$ cat config.mk
export PLATFORM = sky130hd
export DESIGN_NAME = dprp_top
export DESIGN_NICKNAME = d
export VERILOG_FILES = /design/src/dprp_top.v /design/src/dprp_byte_reg.v
export VERILOG_INCLUDE_DIRS = /design/src
export SDC_FILE = /design/constraint.sdc
export NUM_CORES = 1
export LEC_CHECK = 0
export BUFFER_PORTS_ARGS = -buffer_cell sky130_fd_sc_hd__buf_2
export CAP_MARGIN = 20
export CORE_ASPECT_RATIO = 0.6
export CORE_MARGIN = 2
export CORE_UTILIZATION = 55
export DETAILED_ROUTE_END_ITERATION = 10
export PLACE_DENSITY = 0.78
export SETUP_SLACK_MARGIN = 0.15
export SLEW_MARGIN = 20
export SYNTH_ARGS = -nofsm -noshare
export SYNTH_HDL_FRONTEND = slang
export SYNTH_SLANG_ARGS = --single-unit
$ cat constraint.sdc
create_clock -name pclk -period 3 [get_ports pclk]
set_clock_uncertainty 0.2 [all_clocks]
set_input_delay 0.3 -clock pclk [delete_from_list [all_inputs] [get_ports pclk]]
set_output_delay 0.3 -clock pclk [all_outputs]
set_load 0.01 [all_outputs]
$ cat src/dprp_regs.vh
/*
 * Register map constants for the second digital loop reference profiles
 * (reference_input_c tail and reference_input_d).
 * Assumes inclusion by bare name; holds definitions only.
 */
`ifndef DPRP_REGS_VH
`define DPRP_REGS_VH

// Register indices; byte address is four times the index
`define DPRP_IDX_C_NUM_LO 14'h0547
`define DPRP_IDX_C_NUM_MID 14'h0548
`define DPRP_IDX_C_NUM_HI 14'h0549
`define DPRP_IDX_C_MOD_LO 14'h054a
`define DPRP_IDX_C_MOD_MID 14'h054b
`define DPRP_IDX_C_MOD_HI 14'h054c
`define DPRP_IDX_D_PRIO 14'h054d
`define DPRP_IDX_D_BW_LO 14'h054e
`define DPRP_IDX_D_BW_HI 14'h054f
`define DPRP_IDX_D_FILT 14'h0550
`define DPRP_IDX_D_INT_LO 14'h0551
`define DPRP_IDX_D_INT_MID 14'h0552
`define DPRP_IDX_D_INT_HI 14'h0553
`define DPRP_IDX_D_NUM_LO 14'h0554
`define DPRP_IDX_D_NUM_MID 14'h0555
`define DPRP_IDX_D_NUM_HI 14'h0556
`define DPRP_IDX_D_MOD_LO 14'h0557
`define DPRP_IDX_D_MOD_MID 14'h0558
`define DPRP_IDX_D_MOD_HI 14'h0559
`define DPRP_IDX_STATUS 14'h0600

// Profile storage is one contiguous run of byte slots
`define DPRP_IDX_BASE 14'h0547
`define DPRP_NUM_SLOTS 19
`define DPRP_SLOT_W 5

// Slot numbers (index minus base)
`define DPRP_SLOT_C_NUM_LO 0
`define DPRP_SLOT_C_NUM_MID 1
`define DPRP_SLOT_C_NUM_HI 2
`define DPRP_SLOT_C_MOD_LO 3
`define DPRP_SLOT_C_MOD_MID 4
`define DPRP_SLOT_C_MOD_HI 5
`define DPRP_SLOT_D_PRIO 6
`define DPRP_SLOT_D_BW_LO 7
`define DPRP_SLOT_D_BW_HI 8
`define DPRP_SLOT_D_FILT 9
`define DPRP_SLOT_D_INT_LO 10
`define DPRP_SLOT_D_INT_MID 11
`define DPRP_SLOT_D_INT_HI 12
`define DPRP_SLOT_D_NUM_LO 13
`define DPRP_SLOT_D_NUM_MID 14
`define DPRP_SLOT_D_NUM_HI 15
`define DPRP_SLOT_D_MOD_LO 16
`define DPRP_SLOT_D_MOD_MID 17
`define DPRP_SLOT_D_MOD_HI 18

// Reset values, slot 18 in the top byte
`define DPRP_RESET_VEC {8'h00, 8'h00, 8'h05, 8'h00, 8'h00, 8'h04, 8'h00, 8'h07, 8'hcb, \
  8'h00, 8'h01, 8'hf4, 8'h01, 8'h00, 8'h00, 8'h05, 8'h00, 8'h00, 8'h04}

// Writable bits per slot; reserved bits stay zero
`define DPRP_WMASK_VEC {8'h7f, 8'hff, 8'hff, 8'h7f, 8'hff, 8'hff, 8'h01, 8'hff, 8'hff, \
  8'h02, 8'hff, 8'hff, 8'h07, 8'h7f, 8'hff, 8'hff, 8'h7f, 8'hff, 8'hff}

// Field positions
`define DPRP_RANK_MSB 2
`define DPRP_RANK_LSB 1
`define DPRP_PERMIT_BIT 0
`define DPRP_HIGH_PM_BIT 1
`define DPRP_INT_TOP_BIT 0
`define DPRP_FRAC_TOP_MSB 6

// Status byte fields
`define DPRP_STAT_ON_D_BIT 0
`define DPRP_STAT_FRAC_OK_BIT 1
`define DPRP_STAT_D_USABLE_BIT 2

`endif

$ cat src/dprp_top.v
/*
 * Reference profile register bank of the second digital loop: the tail of
 * the reference_input_c profile and the whole reference_input_d profile,
 * on an APB slave, plus the profile applied to the loop.
 * Assumes an APB3 master on pclk and a loop controller that reports which
 * reference it is locked to; the other reference_input_c fields arrive as
 * plain inputs from the neighbouring bank.
 */
`include "dprp_regs.vh"

module dprp_top #(
  parameter ADDR_W = 16
) (
  // Clock and reset
  input wire pclk,
  input wire presetn,
  // APB slave
  input wire [ADDR_W-1:0] paddr,
  input wire psel,
  input wire penable,
  input wire pwrite,
  input wire [31:0] pwdata,
  output wire [31:0] prdata,
  output wire pready,
  output wire pslverr,
  // Loop lock state
  input wire loop_locked,
  input wire lock_on_ref_d,
  // reference_input_c fields held elsewhere
  input wire [15:0] ref_c_loop_bandwidth_setting,
  input wire ref_c_high_phase_margin,
  input wire [16:0] ref_c_integer_feedback_count,
  // reference_input_d selection controls
  output wire [1:0] ref_d_selection_rank,
  output wire ref_d_lock_permit,
  // Profile applied to the loop
  output wire applied_valid,
  output wire [15:0] applied_loop_bandwidth_setting,
  output wire applied_high_phase_margin,
  output wire [17:0] applied_integer_divide,
  output wire [22:0] applied_fraction_numerator,
  output wire [22:0] applied_fraction_modulus,
  output wire applied_fraction_ok
);

  localparam [8*`DPRP_NUM_SLOTS-1:0] RST_VEC = `DPRP_RESET_VEC;
  localparam [8*`DPRP_NUM_SLOTS-1:0] MASK_VEC = `DPRP_WMASK_VEC;
  localparam [13:0] IDX_BASE = `DPRP_IDX_BASE;
  localparam [13:0] IDX_LAST = `DPRP_IDX_D_MOD_HI;
  localparam [13:0] IDX_STATUS = `DPRP_IDX_STATUS;

  // Bus slave state
  reg [31:0] prdata_q;
  reg [31:0] prdata_d;
  reg pready_q;
  reg pslverr_q;
  reg pslverr_d;

  // Applied profile state
  reg applied_valid_q;
  reg [15:0] app_bw_q;
  reg app_high_pm_q;
  reg [17:0] app_int_q;
  reg [22:0] app_num_q;
  reg [22:0] app_mod_q;
  reg app_frac_ok_q;
  reg [1:0] rank_q;
  reg permit_q;

  // Decode
  wire [13:0] idx;
  wire [13:0] slot_full;
  wire [`DPRP_SLOT_W-1:0] slot;
  wire aligned;
  wire hit_profile;
  wire hit_status;
  wire setup_phase;
  wire wr_commit;
  wire [8*`DPRP_NUM_SLOTS-1:0] all_bytes;
  wire [`DPRP_NUM_SLOTS-1:0] slot_wr;
  wire [7:0] status_byte;

  // Field views of storage
  wire [22:0] c_num;
  wire [22:0] c_mod;
  wire [22:0] d_num;
  wire [22:0] d_mod;
  wire [15:0] d_bw;
  wire [16:0] d_int_m1;
  wire d_high_pm;
  wire [1:0] d_rank;
  wire d_permit;

  // Selected profile before registering
  reg [15:0] sel_bw;
  reg sel_high_pm;
  reg [16:0] sel_int_m1;
  reg [22:0] sel_num;
  reg [22:0] sel_mod;

  assign idx = paddr[ADDR_W-1:2];
  assign slot_full = idx - IDX_BASE;
  assign slot = slot_full[`DPRP_SLOT_W-1:0];
  assign aligned = (paddr[1:0] == 2'h0);
  assign hit_profile = aligned && (idx >= IDX_BASE) && (idx <= IDX_LAST);
  assign hit_status = aligned && (idx == IDX_STATUS);
  assign setup_phase = psel && !penable;
  // Writes land only at the completing edge of a mapped, error-free access
  assign wr_commit = psel && penable && pready_q && pwrite && !pslverr_q && hit_profile;

  // Profile byte storage, one flop byte per slot
  genvar g;
  generate
    for (g = 0; g < `DPRP_NUM_SLOTS; g = g + 1) begin : gen_slot
      assign slot_wr[g] = wr_commit && (slot == g);
      dprp_byte_reg #(
        .RESET_VAL(RST_VEC[8*g+7:8*g]),
        .WR_MASK(MASK_VEC[8*g+7:8*g])
      ) u_byte (
        .pclk(pclk),
        .presetn(presetn),
        .wr_en(slot_wr[g]),
        .wr_data(pwdata[7:0]),
        .q(all_bytes[8*g+7:8*g])
      );
    end
  endgenerate

  // Fraction fields, low byte first, top byte bit 7 reserved
  assign c_num = {all_bytes[8*`DPRP_SLOT_C_NUM_HI+`DPRP_FRAC_TOP_MSB:8*`DPRP_SLOT_C_NUM_HI],
                  all_bytes[8*`DPRP_SLOT_C_NUM_MID+7:8*`DPRP_SLOT_C_NUM_MID],
                  all_bytes[8*`DPRP_SLOT_C_NUM_LO+7:8*`DPRP_SLOT_C_NUM_LO]};
  assign c_mod = {all_bytes[8*`DPRP_SLOT_C_MOD_HI+`DPRP_FRAC_TOP_MSB:8*`DPRP_SLOT_C_MOD_HI],
                  all_bytes[8*`DPRP_SLOT_C_MOD_MID+7:8*`DPRP_SLOT_C_MOD_MID],
                  all_bytes[8*`DPRP_SLOT_C_MOD_LO+7:8*`DPRP_SLOT_C_MOD_LO]};
  assign d_num = {all_bytes[8*`DPRP_SLOT_D_NUM_HI+`DPRP_FRAC_TOP_MSB:8*`DPRP_SLOT_D_NUM_HI],
                  all_bytes[8*`DPRP_SLOT_D_NUM_MID+7:8*`DPRP_SLOT_D_NUM_MID],
                  all_bytes[8*`DPRP_SLOT_D_NUM_LO+7:8*`DPRP_SLOT_D_NUM_LO]};
  assign d_mod = {all_bytes[8*`DPRP_SLOT_D_MOD_HI+`DPRP_FRAC_TOP_MSB:8*`DPRP_SLOT_D_MOD_HI],
                  all_bytes[8*`DPRP_SLOT_D_MOD_MID+7:8*`DPRP_SLOT_D_MOD_MID],
                  all_bytes[8*`DPRP_SLOT_D_MOD_LO+7:8*`DPRP_SLOT_D_MOD_LO]};

  // Bandwidth in 0.1 Hz steps, low byte first
  assign d_bw = {all_bytes[8*`DPRP_SLOT_D_BW_HI+7:8*`DPRP_SLOT_D_BW_HI],
                 all_bytes[8*`DPRP_SLOT_D_BW_LO+7:8*`DPRP_SLOT_D_BW_LO]};

  // Integer divider held as divide value minus one
  assign d_int_m1 = {all_bytes[8*`DPRP_SLOT_D_INT_HI+`DPRP_INT_TOP_BIT],
                     all_bytes[8*`DPRP_SLOT_D_INT_MID+7:8*`DPRP_SLOT_D_INT_MID],
                     all_bytes[8*`DPRP_SLOT_D_INT_LO+7:8*`DPRP_SLOT_D_INT_LO]};

  assign d_high_pm = all_bytes[8*`DPRP_SLOT_D_FILT+`DPRP_HIGH_PM_BIT];
  assign d_rank = all_bytes[8*`DPRP_SLOT_D_PRIO+`DPRP_RANK_MSB:8*`DPRP_SLOT_D_PRIO+`DPRP_RANK_LSB];
  assign d_permit = all_bytes[8*`DPRP_SLOT_D_PRIO+`DPRP_PERMIT_BIT];

  assign status_byte = {5'h00,
                        permit_q,
                        app_frac_ok_q,
                        applied_valid_q && lock_on_ref_d};

  // Read mux and error decode, evaluated during the setup cycle
  always @* begin
    prdata_d = 32'h00000000;
    pslverr_d = 1'b0;
    if (hit_profile) begin
      prdata_d = {24'h000000, all_bytes[8*slot +: 8]};
    end else if (hit_status) begin
      prdata_d = {24'h000000, status_byte};
      pslverr_d = pwrite;
    end else begin
      pslverr_d = 1'b1;
    end
  end

  // Fixed one-cycle access: ready in the first access cycle
  always @(posedge pclk or negedge presetn) begin
    if (!presetn) begin
      pready_q <= 1'b0;
      pslverr_q <= 1'b0;
      prdata_q <= 32'h00000000;
    end else begin
      pready_q <= setup_phase;
      if (setup_phase) begin
        pslverr_q <= pslverr_d;
        prdata_q <= pwrite ? 32'h00000000 : prdata_d;
      end else if (!psel) begin
        pslverr_q <= 1'b0;
      end
    end
  end

  // Pick the locked reference's own profile
  always @* begin
    if (lock_on_ref_d) begin
      sel_bw = d_bw;
      sel_high_pm = d_high_pm;
      sel_int_m1 = d_int_m1;
      sel_num = d_num;
      sel_mod = d_mod;
    end else begin
      sel_bw = ref_c_loop_bandwidth_setting;
      sel_high_pm = ref_c_high_phase_margin;
      sel_int_m1 = ref_c_integer_feedback_count;
      sel_num = c_num;
      sel_mod = c_mod;
    end
  end

  // Registered profile; divide is stored value plus one
  always @(posedge pclk or negedge presetn) begin
    if (!presetn) begin
      applied_valid_q <= 1'b0;
      app_bw_q <= 16'h0000;
      app_high_pm_q <= 1'b0;
      app_int_q <= 18'h00000;
      app_num_q <= 23'h000000;
      app_mod_q <= 23'h000000;
      app_frac_ok_q <= 1'b0;
      rank_q <= 2'h0;
      permit_q <= 1'b0;
    end else begin
      applied_valid_q <= loop_locked;
      app_bw_q <= sel_bw;
      app_high_pm_q <= sel_high_pm;
      app_int_q <= {1'b0, sel_int_m1} + 18'h00001;
      app_num_q <= sel_num;
      app_mod_q <= sel_mod;
      // Zero modulus or improper fraction is flagged, not corrected
      app_frac_ok_q <= (sel_mod != 23'h000000) && (sel_num < sel_mod);
      rank_q <= d_rank;
      permit_q <= d_permit;
    end
  end

  // Bus outputs
  assign prdata = prdata_q;
  assign pready = pready_q;
  assign pslverr = pslverr_q;

  // Selection controls for the reference arbiter
  assign ref_d_selection_rank = rank_q;
  assign ref_d_lock_permit = permit_q;

  // Applied profile to the loop
  assign applied_valid = applied_valid_q;
  assign applied_loop_bandwidth_setting = app_bw_q;
  assign applied_high_phase_margin = app_high_pm_q;
  assign applied_integer_divide = app_int_q;
  assign applied_fraction_numerator = app_num_q;
  assign applied_fraction_modulus = app_mod_q;
  assign applied_fraction_ok = app_frac_ok_q;

endmodule

$ cat src/dprp_byte_reg.v
/*
 * One profile byte with its reset value and writable-bit mask.
 * Assumes a single-cycle write enable from the bus slave.
 */
module dprp_byte_reg #(
  parameter [7:0] RESET_VAL = 8'h00,
  parameter [7:0] WR_MASK = 8'hff
) (
  // Clock and reset
  input wire pclk,
  input wire presetn,
  // Write port
  input wire wr_en,
  input wire [7:0] wr_data,
  // Stored value
  output wire [7:0] q
);

  reg [7:0] byte_q;

  assign q = byte_q;

  // Reserved bits are forced to zero on every write
  always @(posedge pclk or negedge presetn) begin
    if (!presetn) begin
      byte_q <= RESET_VAL;
    end else if (wr_en) begin
      byte_q <= wr_data & WR_MASK;
    end
  end

endmodule

## After elaboration in Yosys (flattened, before gate mapping)

Cells that the tools add are included.

- Bits in registers: 249
- Latch bits: 0
- Memory bits (writable): 0
- Bits in read-only memories: 0
- Input bits: 89
- Output and inout port bits: 120
- Word-level logic and storage cells: 104
- Memories kept: 0

- $add $sub $neg: 2
- Multipliers: 0
- Divide/modulo/power cells: 0
- Magnitude comparators: 3
- Equality and inequality tests: 20
- Shift-type cells: 1
- Mux-type cells: 12
- Bitwise logic cells: 0
- Reduce and logical (&&, ||, !) cells: 35

Operators by type and width:

| kind | number |
|---|---|
| $shiftx A152 B9 Y8 | 1 |
| $mux W32 | 2 |
| $mux W23 | 2 |
| $eq A5 B4 Y1 const B | 8 |
| $logic_and A1 B1 Y1 | 30 |
| $lt A23 B23 Y1 | 1 |
| $reduce_bool A23 Y1 | 1 |
| $eq A5 B3 Y1 const B | 4 |
| $add A17 B1 Y18 const B | 1 |
| $mux W17 | 1 |
| $mux W16 | 1 |
| $eq A5 B5 Y1 const B | 3 |
| $eq A14 B11 Y1 const B | 1 |
| $ge A14 B11 Y1 const B | 1 |
| $le A14 B11 Y1 const B | 1 |
| $eq A5 B2 Y1 const B | 2 |
| $eq A5 B1 Y1 const B | 1 |
| $logic_not A5 Y1 | 1 |
| $mux W1 | 5 |
| $sub A5 B3 Y5 const B | 1 |
| $mux W3 | 1 |
| $logic_not A1 Y1 | 2 |
| $logic_not A2 Y1 | 1 |
| $ne A2 B1 Y1 const B | 1 |

## Depth between registers and ports, before layout

- Depth in word-level cells: 6
- Depth in mapped cells: 14
- Depth with buffers taken out: 8

## Cells and area by module

Synthesis repeated with hierarchy kept, for this count alone.

- Cells, all modules: 981
- Area total of the unflattened synthesis: 12,395.6 um^2

By module, submodules not included:

| module | times used | cells an instance | area each (um^2) | sequential area each (um^2) |
|---|---|---|---|---|
| dprp_top | 1 | 677 | 6,836.6 | 2,402.3 |
| dprp_byte_reg (gen_slot[14].u_byte ...) | 4 | 17 | 331.6 | 200.2 |
| dprp_byte_reg (gen_slot[15].u_byte ...) | 4 | 17 | 302.8 | 175.2 |
| dprp_byte_reg (gen_slot[0].u_byte ...) | 3 | 17 | 332.8 | 201.4 |
| dprp_byte_reg (gen_slot[10].u_byte ...) | 2 | 17 | 337.8 | 206.4 |
| dprp_byte_reg (gen_slot[16].u_byte ...) | 2 | 17 | 334.1 | 202.7 |
| dprp_byte_reg (gen_slot[11].u_byte) | 1 | 17 | 335.3 | 203.9 |
| dprp_byte_reg (gen_slot[12].u_byte ...) | 2 | 10 | 96.3 | 25.0 |
| dprp_byte_reg (gen_slot[6].u_byte) | 1 | 12 | 151.4 | 76.3 |

## Worst setup path after synthesis

Ideal clock, no wire load.

- Path type: input port to flip-flop
- Start point: input paddr[2]
- End point: register prdata_q[2] (netlist: prdata[2])
- Setup time: 124 ps
- Data arrival time: 3,314 ps
- Data required time: 2,676 ps
- Setup slack: -638 ps
- Stages on the path: 13
- Buffers on the path: 6
- Cell sequence: clkbuf_1 > buf_1 > inv_1 > clkbuf_1 > ha_1 > buf_1 > clkbuf_1 > clkbuf_1 > mux2i_1 > nor2_1 > a21oi_1 > nor3_1 > a211o_1

- Cells in the longest elaborated chain, start to end: 5
- Elaborated cells on any way between the ends: 11
- Classes of those cells: 1 x add/sub; 2 x order compare; 1 x eq/ne; 1 x shift; 3 x mux; 3 x reduce/logical

RTL lines:

| element | RTL line | source |
|---|---|---|
| from (decl) | dprp_top.v:18 | `input wire [ADDR_W-1:0] paddr,` |
| parallel branches: the longest is 3 deep, another holds $sub A5 B3 Y5 | n/a |  |
| $mux W32 (*) | dprp_top.v:165 | `if (hit_profile) begin` |
| $mux W32 (*) | dprp_top.v:185 | `prdata_q <= pwrite ? 32'h00000000 : prdata_d;` |
| to (signal assigned) | dprp_top.v:185 |  |
| to (decl) | dprp_top.v:53 | `reg [31:0] prdata_q;` |

Every way passes the cells marked *.
A chain may end at the register's enable or synchronous reset.

## Worst setup path in the final report

- Start point: input lock_on_ref_d
- End point: register app_int_q[11] (netlist: applied_integer_divide[11])

- Cells in the longest elaborated chain, start to end: 2

RTL lines:

| element | RTL line | source |
|---|---|---|
| from (decl) | dprp_top.v:28 | `input wire lock_on_ref_d,` |
| $mux W17 | dprp_top.v:194 | `if (lock_on_ref_d) begin` |
| $add A17 B1 Y18 | dprp_top.v:225 | `app_int_q <= {1'b0, sel_int_m1} + 18'h00001;` |
| to (signal assigned) | dprp_top.v:225 |  |
| to (decl) | dprp_top.v:63 | `reg [17:0] app_int_q;` |

Every way passes these cells.

==> results.ini <==
[routing]
via_per_inst = 5.89
drtIter0Drc = 583
drt_wl_total_um = 32600
vias = 8473
routedWlPerCell_um = 22.6
post-route-drc-count = 0
first_pass_iters = 7
ant_nets = 0

[worst_setup_path]
ff2ff_setup_slack_ns = 0.39
cp-endpoint = applied_integer_divide[11]
path_max_fanout = 22
ff2ff_path_depth = 7
setup.worst_path.end_class = flop
cp.arrival_ns = 2.90
crit_required_ns = 3.23
crit_start = lock_on_ref_d
reg2reg_to = applied_integer_divide[11]
rr_startpoint = gen_slot[10].u_byte.q[1]
critPathKind = primary input to flop
worstSetupStartpointType = primary input

[place]
place_area_um2 = 12800
io_buffers = 160
dp_hpwl_um = 23500
place_congestion = 0.955
dpl_worst_slack_ns = -0.0885

[floorplanning]
start_util_pct = 56.4
fp.dieArea_um2 = 21800
die_x_um = 189
core_um2 = 20100
io_pins = 209
die_y_um = 115
rows = 40

[sta]
max_slew_margin_pct = 27.9
tightest_slew_ns = 1.07
finalCritPeriodShare_pct = 89.1
whs_ns = 0.0407
setup-violations-final = 0
min_period_ns = 2.67
fmax_mhz = 374
drv_slew = 0
finalSetupTns_ns = 0
setup_ws_ns = 0.328
rsz0062_at_grt = no
final-hold-violation-count = 0

[yosys]
syn_inst = 911
syn_avg_cell_area_um2 = 12.4
yosysWarnings = 0
synth-edff-count = 0
ys_types = 65
netlist_area_um2 = 11300
ys_ff_latch = 225
synthFlopType = dfrtp_1
synthArstFlopShare_pct = 100
ys_seq_area_share_pct = 50.0

[clock_network]
post_cts_buffers = 0
cts.path.max_buffers = 3
clock_latency_ns = 0.51
cts.sinks = 225
clkSlewWorstSetupHoldPaths_ns = 0.07
cts_tree = done
htree_levels = 1
numCtsBuffers = 22
clockRootBuffer = clkbuf_16

[global_route]
antenna_found_initial = 0
grt_pass1_vias = 8418
grt.total_usage_pct = 30.3
grt-ovfl-total = 0
grt_first_pass_wirelength_um = 49500
grt_max_degree = 77

[power_and_ir_drop]
powerDensity_nw_per_um2 = 476
ir_drop_mv = 0.384
p_leak_nw = 7.21
finalPower_mw = 6.62

[job]
max_cap_viol_count = 0

[hold_path]
hp-class = primary input to flop

[finish]
fin_nets = 1268
fillers = 1432
drive_above_1_share_pct = 42.4
area_growth_pct = 23.0
final_cell_area_um2 = 13900
insertedDiodeCount = 0

[status]
outcome = complete, no violations

## cells by family (layout without fill, tap and decap cells)
kind of cell / count (synthesis) / after routing / share of synthesized area (%)
muxes: 240 / 240 / 25.1
AOI/OAI and AO/OA: 115 / 115 / 6.88
other: 1 / 24 / 0.0331
DFF: 225 / 225 / 50.0
adders and majority gates: 29 / 29 / 3.21
buffers and inverters: 99 / 331 / 4.29
xor gates and xnor gates: 23 / 23 / 1.78
and+or+nand+nor: 179 / 179 / 8.70
## layout make-up
cell class / count / area, µm² / area share, %
clock inverter: 9 / 123 / 0.881
timing repair buffer: 263 / 1730 / 12.5
clock buffer: 31 / 636 / 4.57
sequential: 225 / 5660 / 40.6
tap: 273 / 342 / 2.45
inverter: 28 / 108 / 0.773
multi-input combinational: 610 / 5320 / 38.2
## critical path, cell delays in order
cell	delay, ns
buf_4	0.33
buf_4	0.21
buf_4	0.25
nand3_1	0.15
a221oi_2	0.37
and3_2	0.36
nand2_1	0.09
xor2_1	0.13
dlygate4sd3_1	0.55
mux2i_1	0.14
## through the flow
stage	std cells	utilization, %
6_report	1439	69.3
5_1_grt	1439	69.3
4_1_cts	1439	69.3
3_5_place_dp	1365	63.8
3_3_place_gp	1365	63.8
2_1_floorplan	934	-
## per-layer routing
metal | share of wire, % | global-route usage, %
met4 | 1.9 | 7.45
met2 | 43 | 44.7
met5 | 0.17 | 1.92
met3 | 12 | 9.98
met1 | 43 | 43.5
## cells in the mapped netlist, types with 3 or more instances
master / instances / area (µm²)
a221oi_1: 12 / 105
o211ai_1: 4 / 30.0
nand3b_1: 4 / 30.0
nand3_1: 17 / 85.1
nor2_8: 3 / 60.1
mux4_2: 12 / 270
buf_2: 13 / 65.1
dfrtp_1: 204 / 5100
a211o_1: 3 / 26.3
o21ai_0: 27 / 135
nor3_1: 11 / 55.1
mux2_2: 156 / 1760
and2_1: 4 / 25.0
clkbuf_1: 28 / 105
a2111oi_0: 3 / 26.3
o22ai_1: 3 / 18.8
mux2i_1: 45 / 450
buf_1: 5 / 18.8
xor2_1: 12 / 105
nor4_1: 12 / 75.1
and3_1: 4 / 25.0
dfstp_2: 21 / 552
nor2_1: 33 / 124
nand2_1: 48 / 180
a21oi_1: 23 / 115
mux2_4: 16 / 240
inv_1: 28 / 105
nand4_1: 7 / 43.8
nor3b_1: 3 / 22.5
nor2b_1: 8 / 50.1
or3_1: 3 / 18.8
a21o_1: 13 / 97.6
a32oi_1: 3 / 26.3
xnor2_1: 11 / 96.3
a311oi_1: 4 / 35.0
buf_4: 24 / 180
nand2b_1: 6 / 37.5
o31ai_1: 5 / 37.5
ha_1: 29 / 363
mux2_1: 11 / 124
## flip-flops by register name, indices dropped and copies added, names as in the netlist
| name | count |
|---|---|
| applied_valid | 1 |
| gen_slot.u_byte.q | 129 |
| applied_high_phase_margin | 1 |
| prdata | 8 |
| applied_fraction_ok | 1 |
| pready | 1 |
| ref_d_lock_permit | 1 |
| applied_integer_divide | 18 |
| ref_d_selection_rank | 2 |
| applied_loop_bandwidth_setting | 16 |
| applied_fraction_numerator | 23 |
| pslverr | 1 |
| applied_fraction_modulus | 23 |
## power breakdown
group          internal (mW)  switching (mW)  total, mW  leakage (nW)
Sequential              3.06         0.00944       3.07          3.02
Combinational          0.250           0.377      0.627          3.82
Clock                   1.74            1.18       2.92         0.373
## how the worst min path moves through the flow
stage               slack, ns                            start  cells after the start                                 end
floorplan               -0.20                          presetn                      0         applied_fraction_modulus[0]
finish                   0.04  ref_c_integer_feedback_count[7]                      4           applied_integer_divide[9]
detailed placement       0.10                          presetn                      1  applied_loop_bandwidth_setting[12]
global placement          0.1                          presetn                      1  applied_loop_bandwidth_setting[12]
CTS                      0.03  ref_c_integer_feedback_count[7]                      4           applied_integer_divide[9]
global route             0.06  ref_c_integer_feedback_count[7]                      4           applied_integer_divide[9]
## placed cells by master (no fill, tap or decap), drive strengths merged, types with 7 or more instances in the layout
| master | count |
|---|---|
| nor2b | 8 |
| nand2 | 48 |
| xnor2 | 11 |
| nand4 | 7 |
| nor2 | 38 |
| dfstp | 21 |
| dlygate4sd3 | 34 |
| nand3 | 17 |
| conb | 24 |
| a221oi | 12 |
| a21oi | 23 |
| nor3 | 13 |
| nor4 | 12 |
| inv | 28 |
| clkbuf | 31 |
| xor2 | 12 |
| o21ai | 27 |
| buf | 229 |
| ha | 29 |
| mux2i | 45 |
| mux2 | 183 |
| mux4 | 12 |
| dfrtp | 204 |
| a21o | 13 |
## repair_timing
item | CTS | global route
hold endpoints to repair | 104 | 0
gates resized for setup | 0 | 2
setup endpoints to repair | 0 | 1
hold buffers | 34 | 0
No activity file was read; power rests on OpenSTA's default activity.
